## config.mk

```make
export PLATFORM = sky130hd
export DESIGN_NAME = gmr_router
export DESIGN_NICKNAME = d
export VERILOG_FILES = /design/src/hdl/gmr_pkg.sv /design/src/hdl/gmr_clk_div.sv /design/src/hdl/gmr_router.sv
export SDC_FILE = /design/constraint.sdc
export NUM_CORES = 1
export LEC_CHECK = 0
export BUFFER_PORTS_ARGS = -buffer_cell sky130_fd_sc_hd__buf_2
export CELL_PAD_IN_SITES_DETAIL_PLACEMENT = 1
export CELL_PAD_IN_SITES_GLOBAL_PLACEMENT = 2
export CORE_MARGIN = 10
export CORE_UTILIZATION = 31
export DETAILED_ROUTE_END_ITERATION = 8
export PLACE_DENSITY_LB_ADDON = 0.1
export SLEW_MARGIN = 25
export SYNTH_ARGS = -nofsm -noshare
export SYNTH_HDL_FRONTEND = slang
export SYNTH_SLANG_ARGS = --single-unit
```

## constraint.sdc

```tcl
create_clock -name clk_i -period 8.5 [get_ports clk_i]
set_clock_uncertainty 0.1 [all_clocks]
set_input_delay 1.7 -clock clk_i [delete_from_list [all_inputs] [get_ports clk_i]]
set_output_delay 1.7 -clock clk_i [all_outputs]
set_load 0.1 [all_outputs]
```

## src/hdl/gmr_pkg.sv

```systemverilog
package gmr_pkg;

   // ==========================================
   // Pin count and groups
   // ==========================================
   localparam int unsigned NUM_PINS  = 16;
   localparam int unsigned GRP_SIZE  = 8;
   localparam int unsigned PIN_A_RI  = 7;   // Fallback wakeup source

   // ==========================================
   // Function codes
   // ==========================================
   typedef enum logic [3:0] {
      F_SERIAL = 4'h0,
      F_GPIO   = 4'h1,
      F_TXLED  = 4'h2,
      F_RXLED  = 4'h3,
      F_TRXLED = 4'h4,
      F_CLK    = 4'h5,
      F_SUSP   = 4'h6,
      F_CFG    = 4'h7,
      F_LINE_DRIVER_ENABLE   = 4'h8,
      F_WAKE   = 4'h9,
      F_VBUS   = 4'ha,
      F_BCDET  = 4'hb,
      F_BCSUSP = 4'hc,
      F_SDA    = 4'hd,
      F_SCL    = 4'he
   } gmr_func_e;

   // Allowed function set per pin, bit n = code n
   localparam logic [15:0] ALLOWED [NUM_PINS] = '{
      16'h0001, 16'h0001, 16'h01e5, 16'h0e19,
      16'h20a5, 16'h5019, 16'h0d01, 16'h0201,
      16'h0026, 16'h001a, 16'h2402, 16'h4082,
      16'h1022, 16'h0802, 16'h02e0, 16'h0502
   };

   // Factory default function per pin
   localparam logic [3:0] DEF_FUNC [NUM_PINS] = '{
      4'h0, 4'h0, 4'h0, 4'h0, 4'h0, 4'h0, 4'h0, 4'h0,
      4'h1, 4'h1, 4'h1, 4'h1, 4'h1, 4'h1, 4'h6, 4'h8
   };

   // Group A pins that the serial port drives
   localparam logic [7:0]  SER_OUT_MASK = 8'h15;

   // ==========================================
   // Clock output timing
   // ==========================================
   localparam int unsigned SYS_CLK_HZ     = 40_000_000;
   localparam int unsigned CLK_OUT_MAX_HZ = 12_000_000;
   localparam int unsigned CLK_HALF_MIN_I =
      (SYS_CLK_HZ + 2 * CLK_OUT_MAX_HZ - 1) / (2 * CLK_OUT_MAX_HZ);
   localparam logic [7:0]  CLK_HALF_MIN   = 8'(CLK_HALF_MIN_I);

   // ==========================================
   // Carriers
   // ==========================================
   typedef struct packed {
      logic [15:0] o;
      logic [15:0] oe;
   } gmr_pins_s;

   typedef struct packed {
      logic [63:0] func;          // 4 bits per pin, pin 0 lowest
      logic        susp_bus_only; // 0: unconfigured or suspended
      logic [7:0]  clk_half;      // Clock output half period
   } gmr_cfg_s;

endpackage : gmr_pkg

```

## src/hdl/gmr_clk_div.sv

```systemverilog
`timescale 1ns/1ps

module gmr_clk_div
(
   input  wire logic       clk_i,
   input  wire logic       rst_n_i,
   input  wire logic [7:0] half_i,
   output logic            clk_o
);

   logic [7:0] cnt_reg;
   logic [7:0] half_eff;

   // ==========================================
   // Clamp so the output never exceeds its limit
   // ==========================================
   always_comb
   begin
      half_eff = (half_i < gmr_pkg::CLK_HALF_MIN) ? gmr_pkg::CLK_HALF_MIN : half_i;
   end

   // Half period counter and toggle
   always_ff @(posedge clk_i)
   begin
      if (!rst_n_i)
      begin
         cnt_reg <= 8'h00;
         clk_o   <= 1'b0;
      end
      else if (cnt_reg >= half_eff - 8'h01)
      begin
         cnt_reg <= 8'h00;
         clk_o   <= ~clk_o;
      end
      else
      begin
         cnt_reg <= cnt_reg + 8'h01;
      end
   end

   a_half_floor : assert property (@(posedge clk_i) disable iff (!rst_n_i)
      $changed(clk_o) |=> $stable(clk_o)) // [RL17]
      else $error("clock output toggled on back to back cycles");

endmodule : gmr_clk_div

```

## src/hdl/gmr_router.sv

```systemverilog
`timescale 1ns/1ps

// Function
// RL1 - Sixteen pins, two groups, independent functions
// RL2 - Selection from OTP or external EEPROM
// RL3 - Each pin limited to allowed functions
// RL4 - GPIO function driven by host software
// RL5 - Transmit activity LED output
// RL6 - Receive activity LED output
// RL7 - Combined activity LED output
// RL8 - Supply detect gates bus attach
// RL9 - Supply detect on one pin only; the code lets several pins take it and any one of them high allows attach
// RL10 - Configured indicator high once configured
// RL11 - Line driver enable while transmitting
// RL12 - Active low shutdown with two modes
// RL13 - Wakeup pin toggle leaves suspend
// RL14 - Single wakeup pin, default ring pin; the code lets several pins take it and the lowest of them wins
// RL15 - Charger detect high when detected
// RL16 - Charger shutdown inactive in charged suspend
// RL17 - Clock output configurable, at most 12MHz
// RL18 - EEPROM data and clock pins bidirectional
// RL19 - EEPROM pins open drain only
module gmr_router
(
   input  wire logic              clk_i,
   input  wire logic              rst_n_i,
   input  wire gmr_pkg::gmr_cfg_s otp_cfg_i,
   input  wire gmr_pkg::gmr_cfg_s ee_cfg_i,
   input  wire logic              ee_present_i,
   input  wire logic              cfg_load_i,
   input  wire logic              drv_clk_sel_i,
   input  wire logic [7:0]        drv_clk_half_i,
   input  wire logic [15:0]       pin_i,
   output gmr_pkg::gmr_pins_s     pins_o,
   input  wire logic [15:0]       gpio_out_i,
   input  wire logic [15:0]       gpio_oe_i,
   output logic [15:0]            gpio_in_o,
   input  wire logic              ser_txd_i,
   input  wire logic              ser_rts_i,
   input  wire logic              ser_dtr_i,
   output logic [7:0]             ser_in_o,
   input  wire logic              tx_active_i,
   input  wire logic              rx_active_i,
   input  wire logic              tx_busy_i,
   input  wire logic              usb_configured_i,
   input  wire logic              suspended_i,
   input  wire logic              bc_detected_i,
   input  wire logic              eeprom_serial_data_i,
   input  wire logic              eeprom_serial_clock_i,
   output logic                   eeprom_serial_data_in_o,
   output logic                   eeprom_serial_clock_in_o,
   output logic                   attach_ok_o,
   output logic                   wakeup_o,
   output logic                   cfg_loaded_o
);

   // ==========================================
   // Declarations
   // ==========================================
   typedef enum logic [1:0] {
      ST_WAIT = 2'b01,
      ST_RUN  = 2'b10
   } gmr_state_e;

   typedef gmr_pkg::gmr_cfg_s gmr_cfg_s_t;

   gmr_state_e  state_reg;
   gmr_cfg_s_t  cfg_next;
   logic [63:0] func_reg;
   logic        susp_mode_reg;
   logic [7:0]  clk_half_reg;
   logic [15:0] pin_lvl;
   logic [15:0] pin_oe;
   logic [15:0] is_vbus;
   logic [15:0] is_wake;
   logic [15:0] is_sda;
   logic [15:0] is_scl;
   logic [7:0]  ser_drv;
   logic        shutdown_output_low_lvl;
   logic        bcsusp_n_lvl;
   logic        clk_out;
   logic        wake_lvl;
   logic        wake_prev_reg;
   logic [7:0]  clk_half_sel;

   // ==========================================
   // Configuration source and legality
   // ==========================================
   // External EEPROM, when present, overrides OTP
   always_comb
   begin
      cfg_next = ee_present_i ? ee_cfg_i : otp_cfg_i; // [RL2]
   end

   // Load sequencer: pins hold defaults until a load
   always_ff @(posedge clk_i)
   begin
      if (!rst_n_i)
      begin
         state_reg <= ST_WAIT;
      end
      else
      begin
         case (state_reg)
            ST_WAIT: if (cfg_load_i) state_reg <= ST_RUN;
            ST_RUN:  state_reg <= ST_RUN;
            default: state_reg <= ST_WAIT;
         endcase
      end
   end

   // Latch per pin selection, illegal codes fall back to default
   always_ff @(posedge clk_i)
   begin
      if (!rst_n_i)
      begin
         for (int k = 0; k < 16; k++)
            func_reg[k*4 +: 4] <= gmr_pkg::DEF_FUNC[k];
         susp_mode_reg <= 1'b0;
         clk_half_reg  <= gmr_pkg::CLK_HALF_MIN;
      end
      else if (cfg_load_i)
      begin
         for (int k = 0; k < 16; k++)
            func_reg[k*4 +: 4] <=
               gmr_pkg::ALLOWED[k][cfg_next.func[k*4 +: 4]] ?
               cfg_next.func[k*4 +: 4] : gmr_pkg::DEF_FUNC[k]; // [RL1] [RL3]
         susp_mode_reg <= cfg_next.susp_bus_only;
         clk_half_reg  <= cfg_next.clk_half;
      end
   end

   assign cfg_loaded_o = (state_reg == ST_RUN);

   // ==========================================
   // Shared function levels
   // ==========================================
   // Default mode also shuts down while unconfigured
   always_comb
   begin
      shutdown_output_low_lvl   = ~(suspended_i | (~susp_mode_reg & ~usb_configured_i)); // [RL12]
      bcsusp_n_lvl = (suspended_i & bc_detected_i) ? 1'b1 : shutdown_output_low_lvl; // [RL16]
      ser_drv      = {3'b000, ser_dtr_i, 1'b0, ser_rts_i, 1'b0, ser_txd_i};
   end

   // Driver setting wins over stored configuration
   assign clk_half_sel = drv_clk_sel_i ? drv_clk_half_i : clk_half_reg;

   gmr_clk_div u_clk_div
   (
      .clk_i   (clk_i),
      .rst_n_i (rst_n_i),
      .half_i  (clk_half_sel),
      .clk_o   (clk_out)   // [RL17]
   );

   // ==========================================
   // Per pin output multiplexer
   // ==========================================
   for (genvar i = 0; i < 16; i++)
   begin : g_pin
      logic [3:0] f;
      assign f          = func_reg[i*4 +: 4];
      assign is_vbus[i] = (f == gmr_pkg::F_VBUS);
      assign is_wake[i] = (f == gmr_pkg::F_WAKE);
      assign is_sda[i]  = (f == gmr_pkg::F_SDA);
      assign is_scl[i]  = (f == gmr_pkg::F_SCL);

      always_comb
      begin
         pin_lvl[i] = 1'b0;
         pin_oe[i]  = 1'b1;
         case (f)
            gmr_pkg::F_SERIAL:
            begin
               pin_lvl[i] = (i < 8) ? ser_drv[i % 8] : 1'b0;
               pin_oe[i]  = (i < 8) ? gmr_pkg::SER_OUT_MASK[i % 8] : 1'b0;
            end
            gmr_pkg::F_GPIO:
            begin
               pin_lvl[i] = gpio_out_i[i]; // [RL4]
               pin_oe[i]  = gpio_oe_i[i];
            end
            gmr_pkg::F_TXLED:  pin_lvl[i] = tx_active_i; // [RL5]
            gmr_pkg::F_RXLED:  pin_lvl[i] = rx_active_i; // [RL6]
            gmr_pkg::F_TRXLED: pin_lvl[i] = tx_active_i | rx_active_i; // [RL7]
            gmr_pkg::F_CLK:    pin_lvl[i] = clk_out;
            gmr_pkg::F_SUSP:   pin_lvl[i] = shutdown_output_low_lvl;
            gmr_pkg::F_CFG:    pin_lvl[i] = usb_configured_i; // [RL10]
            gmr_pkg::F_LINE_DRIVER_ENABLE:   pin_lvl[i] = tx_busy_i; // [RL11]
            gmr_pkg::F_BCDET:  pin_lvl[i] = bc_detected_i; // [RL15]
            gmr_pkg::F_BCSUSP: pin_lvl[i] = bcsusp_n_lvl;
            // Open drain: only pull low, pull-ups make the high
            gmr_pkg::F_SDA:    pin_oe[i]  = ~eeprom_serial_data_i; // [RL18] [RL19]
            gmr_pkg::F_SCL:    pin_oe[i]  = ~eeprom_serial_clock_i; // [RL18] [RL19]
            gmr_pkg::F_WAKE,
            gmr_pkg::F_VBUS:   pin_oe[i]  = 1'b0;
            default:           pin_oe[i]  = 1'b0;
         endcase
      end

      a_func_legal : assert property (@(posedge clk_i) disable iff (!rst_n_i)
         gmr_pkg::ALLOWED[i][f]) // [RL3]
         else $error("pin holds a function outside its set");

      a_gpio_follow : assert property (@(posedge clk_i) disable iff (!rst_n_i)
         (f == gmr_pkg::F_GPIO) ##1 (f == gmr_pkg::F_GPIO) |->
         pins_o.o[i] == $past(gpio_out_i[i]) && pins_o.oe[i] == $past(gpio_oe_i[i])) // [RL4]
         else $error("gpio pin does not follow software");

      a_combined_activity_led : assert property (@(posedge clk_i) disable iff (!rst_n_i)
         (f == gmr_pkg::F_TRXLED) && rx_active_i ##1 (f == gmr_pkg::F_TRXLED)
         |-> pins_o.o[i] && pins_o.oe[i]) // [RL7]
         else $error("combined led missed receive activity");

      a_cfg_pin : assert property (@(posedge clk_i) disable iff (!rst_n_i)
         (f == gmr_pkg::F_CFG) ##1 (f == gmr_pkg::F_CFG)
         |-> pins_o.o[i] == $past(usb_configured_i)) // [RL10]
         else $error("configured indicator wrong");

      a_line_driver_enable_pin : assert property (@(posedge clk_i) disable iff (!rst_n_i)
         (f == gmr_pkg::F_LINE_DRIVER_ENABLE) && tx_busy_i ##1 (f == gmr_pkg::F_LINE_DRIVER_ENABLE)
         |-> pins_o.o[i] && pins_o.oe[i]) // [RL11]
         else $error("line driver enable not asserted");

      a_ee_odrain : assert property (@(posedge clk_i) disable iff (!rst_n_i)
         (is_sda[i] || is_scl[i]) |=> !pins_o.o[i]) // [RL19]
         else $error("eeprom pin driven high");
   end

   // ==========================================
   // Registered pin drive and input capture
   // ==========================================
   // Pins released at reset, so nothing fights the board
   always_ff @(posedge clk_i)
   begin
      if (!rst_n_i)
      begin
         pins_o    <= '0;
         gpio_in_o <= 16'h0000;
         ser_in_o  <= 8'h00;
      end
      else
      begin
         pins_o.o  <= pin_lvl;
         pins_o.oe <= pin_oe;
         gpio_in_o <= pin_i; // [RL4]
         ser_in_o  <= pin_i[7:0];
      end
   end

   // EEPROM read back, open drain wire level
   always_ff @(posedge clk_i)
   begin
      if (!rst_n_i)
      begin
         eeprom_serial_data_in_o <= 1'b1;
         eeprom_serial_clock_in_o <= 1'b1;
      end
      else
      begin
         eeprom_serial_data_in_o <= ~|(is_sda & ~pin_i); // [RL18]
         eeprom_serial_clock_in_o <= ~|(is_scl & ~pin_i);
      end
   end

   // ==========================================
   // Supply detect and wakeup
   // ==========================================
   // With no detect pin assigned attach is free
   always_ff @(posedge clk_i)
   begin
      if (!rst_n_i)
         attach_ok_o <= 1'b0;
      else
         attach_ok_o <= (is_vbus == 16'h0000) | |(is_vbus & pin_i); // [RL8] [RL9]
   end

   // Lowest assigned pin wins; ring pin is the fallback
   always_comb
   begin
      wake_lvl = pin_i[gmr_pkg::PIN_A_RI]; // [RL14]
      for (int k = 15; k >= 0; k--)
         if (is_wake[k]) wake_lvl = pin_i[k];
   end

   // Any edge on the wakeup pin during suspend; the previous level
   // follows the pin through reset, so release shows no false edge
   always_ff @(posedge clk_i)
   begin
      wake_prev_reg <= wake_lvl;
      if (!rst_n_i)
         wakeup_o <= 1'b0;
      else
         wakeup_o <= suspended_i & (wake_lvl ^ wake_prev_reg); // [RL13]
   end

   // ==========================================
   // Checks
   // ==========================================
   a_attach_hold : assert property (@(posedge clk_i) disable iff (!rst_n_i)
      (is_vbus != 16'h0000) && !(|(is_vbus & pin_i)) |=> !attach_ok_o) // [RL8]
      else $error("attach allowed without supply");

   a_susp_mode : assert property (@(posedge clk_i) disable iff (!rst_n_i)
      !susp_mode_reg && !usb_configured_i |-> !shutdown_output_low_lvl) // [RL12]
      else $error("shutdown not asserted while unconfigured");

   a_bc_susp : assert property (@(posedge clk_i) disable iff (!rst_n_i)
      suspended_i && bc_detected_i |-> bcsusp_n_lvl && !shutdown_output_low_lvl) // [RL16]
      else $error("charger shutdown not forced inactive");

   a_wake_edge : assert property (@(posedge clk_i) disable iff (!rst_n_i)
      suspended_i && $changed(wake_lvl) |=> wakeup_o) // [RL13]
      else $error("wakeup toggle ignored");

   a_wake_quiet : assert property (@(posedge clk_i) disable iff (!rst_n_i)
      !suspended_i |=> !wakeup_o) // [RL13]
      else $error("wakeup outside suspend");

   a_cfg_src : assert property (@(posedge clk_i) disable iff (!rst_n_i)
      cfg_load_i && ee_present_i &&
      gmr_pkg::ALLOWED[2][ee_cfg_i.func[11:8]] |=>
      func_reg[11:8] == $past(ee_cfg_i.func[11:8])) // [RL2]
      else $error("eeprom selection not taken");

   c_wake : cover property (@(posedge clk_i) disable iff (!rst_n_i) wakeup_o);
   c_attach : cover property (@(posedge clk_i) disable iff (!rst_n_i)
      !attach_ok_o ##1 attach_ok_o);
   c_ee_load : cover property (@(posedge clk_i) disable iff (!rst_n_i)
      cfg_load_i && ee_present_i);
   c_bc_susp : cover property (@(posedge clk_i) disable iff (!rst_n_i)
      suspended_i && bc_detected_i);

endmodule : gmr_router

```

==> Yosys cells after proc, flatten, opt, wreduce, memory -nomap -nowiden <==
Memory sizes are Yosys's and may differ from the RTL's.
Cells that the tools add are included.
{ "op_classes": {"n_addsub": 2, "n_mul": 0, "n_eq_ne": 227, "shift": 0, "mux": 86, "bitwise": 18, "n_reduce_logical": 26, "n_div": 0, "order_cmp": 18} }
{ "ops": {"columns": ["cell", "n"], "rows": [
  ["$eq 4x4->1 const B", 112],
  ["$eq 4x3->1 const B", 64],
  ["$pmux 1 s10", 13],
  ["$eq 4x2->1 const B", 32],
  ["$reduce_or 9->1", 13],
  ["$lt 4x5->1 const B", 16],
  ["$mux 73", 1],
  ["$eq 4x1->1 const B", 16],
  ["$mux 4", 16],
  ["$pmux 1 s4", 16],
  ["$and 16x16->16", 3],
  ["$reduce_or 16->1", 3],
  ["$mux 1", 33],
  ["$pmux 1 s11", 3],
  ["$reduce_or 10->1", 3],
  ["$logic_not 16->1", 1],
  ["$mux 8", 2],
  ["$not 16->16", 1],
  ["$logic_not 4->1", 3],
  ["$add 8x1->8 const B", 1],
  ["$ge 8x8->1", 1],
  ["$lt 8x2->1 const B", 1],
  ["$sub 8x1->8 const B", 1],
  ["$not 1->1", 7],
  ["other kinds (10)", 15]
]} }
{ "word_totals": {"mem_bits_ro": 256, "output_inout_bits": 61, "latch_bits": 0, "ramBits": 0, "elab_cells": 408, "ff_bits": 145, "n_memories": 16, "inputBits": 218} }
{ "memory_table": {"columns": ["name", "words", "width", "read_ports", "rd_ports_with_merged_regs", "write_ports", "line", "rtl"], "rows": [
  ["(no name shown)", 16, 1, 1, 0, 0, "gmr_router.sv:126", "gmr_pkg::ALLOWED[k][cfg_next.func[k*4 +: 4]] ?"],
  ["(no name shown)", 16, 1, 1, 0, 0, "gmr_router.sv:126", null],
  ["(no name shown)", 16, 1, 1, 0, 0, "gmr_router.sv:126", null],
  ["(no name shown)", 16, 1, 1, 0, 0, "gmr_router.sv:126", null],
  ["(no name shown)", 16, 1, 1, 0, 0, "gmr_router.sv:126", null],
  ["(no name shown)", 16, 1, 1, 0, 0, "gmr_router.sv:126", null],
  ["10 more memories", null, null, null, null, null, null, null]
]} }

==> Longest topological paths before layout <==
{ "logic_depth": {"word_depth": 19, "depth_mapped": 18, "depth_no_buf": 16} }

==> Modules after synthesis <==
Synthesis repeated with hierarchy kept, for this count alone.
{ "hier_totals": {"hier_cells": 1248, "hier_area_um2": 9613.0} }
{ "by_module_without_submodules": {"columns": ["mod", "area_each_um2", "n_inst", "seq_area_each_um2", "cells_each"], "rows": [
  ["gmr_router", 8859.7, 1, 2562.5, 1168],
  ["gmr_clk_div", 753.2, 1, 180.2, 80]
]} }

==> Least setup slack after synthesis <==
OpenSTA, ideal clock, no wires.
{ "synth_path": {"path_type": "input port to flip-flop", "from": "in drv_clk_sel_i", "to": "reg u_clk_div.cnt_reg[2]", "cell_stages": 18, "required_ns": 8.333, "setup_ns": 0.067, "n_path_buf": 2, "arrival_ns": 4.339, "path_slack_ns": 3.993, "cell_sequence": "clkbuf_1 > buf_2 > nor3_1 > o211ai_1 > nor3_1 > or2_2 > ha_1 > nand2_1 > nor2_1 > xnor2_1 > nand2_1 > o21ai_0 > ha_1 > and2_1 > o21ai_0 > o21a_1 > nand3_1 > nor2_1"} }
{ "synth_via": {"elab_chain_cells": 6} }
{ "synth_lines": {"columns": ["element", "line", "rtl"], "rows": [
  ["start: declaration", "gmr_router.sv:31", "input wire logic drv_clk_sel_i,"],
  ["$mux 8 (*)", "gmr_router.sv:147", "assign clk_half_sel = drv_clk_sel_i ? drv_clk_half_i : clk_half_reg;"],
  ["$lt 8x2->1", "gmr_clk_div.sv:19", "half_eff = (half_i < gmr_pkg::CLK_HALF_MIN) ? gmr_pkg::CLK_HALF_MIN : half_i;"],
  ["$mux 8 (*)", "gmr_clk_div.sv:19", null],
  ["$sub 8x1->8 (*)", "gmr_clk_div.sv:30", "else if (cnt_reg >= half_eff - 8'h01)"],
  ["$ge 8x8->1 (*)", "gmr_clk_div.sv:30", null],
  ["$reduce_or 2->1 (no line) (*)", null, null],
  ["end signal: assignment", "gmr_clk_div.sv:37", "cnt_reg <= cnt_reg + 8'h01;"],
  ["end: declaration", "gmr_clk_div.sv:11", "logic [7:0] cnt_reg;"]
]} }
Mark *: on every way between the ends. The rest lies on a longest branch, timed or not.
A chain may end at the register's enable or synchronous reset.

==> key figures <==
Status
  • Status: finished, final reports clean

Synth
  • Dominant synthesized flop cell: dfxtp_1
  • Number of library cell types mapped by synthesis: 87
  • Mapped cell area: 0.00955 sq mm
  • Seq cells post-synth: 137
  • Avg Cell Area, Syn: 7.55 sq um
  • Yosys warns: 0
  • Seq/Total Area, Yosys: between 20% and 30%
  • Mapped Cells: approximately 1,300
  • Ys async rst share: 0%
  • Syn nets: 1,497
  • Number of synthesized flops with an enable pin: 0

Clocking
  • Clk_lat worst skew: ~0.44 ns
  • Number of hold buffers added after cts: 0
  • CTS resizes: 0
  • Clock-pin slew on the worst setup and hold paths: 0.06 ns
  • Root Driver: clkbuf_16
  • Clock sink count: 137
  • Clock Tree Buf Depth: 2
  • H-tree depth: 4
  • Setup bufs post-CTS: 0
  • CTS tree: yes
  • Inserted Clock Buffers: 17

Min path
  • Hold crit path type: reg -> reg

Worst setup path
  • Element type at the critical path end: register
  • Critical path depth in cells: 8
  • CP max stage cell: clkinv_1
  • R2R setup slack: 5.19 ns
  • CP cell instances: buf_2 > buf_4 > clkinv_1 > buf_4 > nor2_1 > buf_4 > nand2_1 > o21ai_0
  • Kind of critical path: in -> reg
  • Slowest stage delay, CP: 0.85 ns
  • Crit start category: input pin
  • CP top delay family: buffers and inverters
  • CP required: approximately 9 ns
  • R2R cell count: 15
  • WP buf/inv: 5
  • CP dominant cell by count: buf_4
  • Crit path DAT: 5.04 ns
  • RR Endpoint: u_clk_div.cnt_reg[4]
  • RR Startpoint: clk_half_reg[3]
  • CP Max Fanout: 44
  • Crit path from: rst_n_i
  • Worst Setup EP: func_reg[31]

STA
  • Final min period: 4.80 ns
  • Setup violators final: 0
  • Final hold vios: 0
  • Max frequency: ~210 MHz
  • Fin crit share: 56.4%
  • Tightest Pin Transition: slightly above 1 ns
  • Final hold slack: 0.384 ns
  • Final Max Tran Viols: 0
  • Unrepaired setup endpoints after global routing: no
  • Fin Setup TNS: 0 ns
  • Slew HR: 30.9%

Flow run
  • Max-capacitance violation count: 0

Finish
  • Most common cell after layout, fill and taps aside: buf_2
  • Fin nets: 1,674
  • Final instance area: roughly 0.012 sq mm
  • Register area: ~0.0027 sq mm
  • Max reg flops: 64
  • Area taken by multi-input logic gates: 0.00608 sq mm
  • Share of layout cells above drive strength 1: 22.5%
  • Area delta synth->final: 20.6%
  • Most frequent cells in the layout: buf_2, nor2_1, dfxtp_1, nand2_1, a21oi_1
  • Layout fillers: 3,810

Power and ir drop
  • Leak: 4.78 nW
  • PnR Total Power: approximately 1.9 mW
  • Worst vdd ir: approximately 0.00014 V
  • PwrDens: 166 mW/mm^2

Place
  • RD Place Congestion: 0.883
  • HPWL Detailed: between 30,000 and 40,000 um
  • IO buf count: 262
  • Post-DP Area: 0.0109 sq mm

Global routing
  • Vias in the first global route: 10,476
  • First-pass GRT wire length: 62,700 um
  • Largest net degree at the start of global routing: 45
  • Gr usage total: between 20% and 30%
  • Initial antenna violation count: 6
  • Overflow after GRT: 0

Floorplanning
  • I/O Pins: about 280
  • Initial core utilization: between 30% and 40%
  • Core area: 0.0305 sq mm
  • Die area: 0.0382 sq mm
  • Die width: between 150 and 200 um
  • Die height: 195 um
  • FP Rows: 64

Detailed routing
  • DRT iter0 DRCs: roughly 580
  • DR DRC count: 0
  • Iteration count of the initial detailed-routing pass: 5
  • WL per Instance: approximately 22 um
  • Via count: approximately 10,000
  • Drt total wl: 41,200 um
  • Detail Route Antenna Nets: 0
  • Vias/cell: 5.51
[stage by stage]
step	cells	setup WS, ns	utilization [%]
3_5_place_dp	1818	3.29	35.8
4_1_cts	1850	3.73	37.7
3_3_place_gp	1818	3.26	35.8
5_1_grt	1850	3.46	37.7
6_report	1852	3.70	37.7
2_1_floorplan	1264	3.99	-
[cells by family after synthesis]
| logic type | Yosys count | synth area share [%] |
|---|---|---|
| buffers and inverters | 170 | 7.67 |
| flip-flops | 137 | 28.7 |
| adder cells (fa/ha/maj) | 15 | 1.97 |
| AND/OR/NAND/NOR | 495 | 26.9 |
| multiplexers | 71 | 7.67 |
| XOR/XNOR | 16 | 1.47 |
| AO/OA/AOI/OAI | 360 | 25.6 |
[cell usage after synthesis (all sizes together), types with 16 or more instances]
library cell | number | area (sq um)
nor3b | 16 | 120
nand2b | 31 | 194
buf | 47 | 269
dfxtp | 137 | 2740
a221oi | 22 | 199
o21ai | 75 | 375
o22ai | 20 | 125
nand3 | 30 | 155
a211oi | 32 | 250
nor3 | 41 | 205
a21oi | 83 | 415
clkbuf | 67 | 253
inv | 55 | 206
and3 | 20 | 125
nor2b | 21 | 131
nor2 | 141 | 529
mux2i | 63 | 631
nand2 | 106 | 398
[worst min-delay path, cell delays in order (launching register included)]
cell and delay, ns:
dfxtp_1 0.31, nor2_1 0.08, a211oi_1 0.05
[worst min-delay path by stage]
| stage | from | to | cells past startpoint |
|---|---|---|---|
| after floorplan | u_clk_div.cnt_reg[0] | u_clk_div.cnt_reg[0] | 1 |
| after global placement | clk_half_reg[7] | clk_half_reg[7] | 2 |
| after detailed placement | clk_half_reg[7] | clk_half_reg[7] | 2 |
| after CTS | clk_half_reg[7] | clk_half_reg[7] | 2 |
| after global routing | clk_half_reg[7] | clk_half_reg[7] | 2 |
| final | clk_half_reg[7] | clk_half_reg[7] | 2 |
[per-layer routing]
layer | wire [um] | part of all wire [%] | global-route usage [%] | up-vias
li1 | - | - | - | 4971
met1 | 19000 | 46 | 27.1 | 4908
met2 | 18800 | 46 | 33.0 | 278
met3 | 2630 | 6.4 | 5.67 | 47
met4 | 733 | 1.8 | 5.35 | 8
met5 | 55 | 0.13 | 0 | -
[cell type report]
type / count / area share, %
multi-input cells: 957 / 52.8
clock inverters: 12 / 1.07
repair buffers: 272 / 12.1
diodes: 2 / 0.0435
inverters: 56 / 1.83
flip-flops and latches: 137 / 23.8
well taps: 396 / 4.31
clock buffers: 20 / 4.06
[where the power goes]
part / leakage [nW] / internal (mW) / total [mW] / switching, mW
logic: 3.36 / 0.136 / 0.440 / 0.305
clock network: 0.292 / 0.453 / 0.765 / 0.312
registers: 1.12 / 0.673 / 0.707 / 0.0332
(Power assumes the default switching activity.)
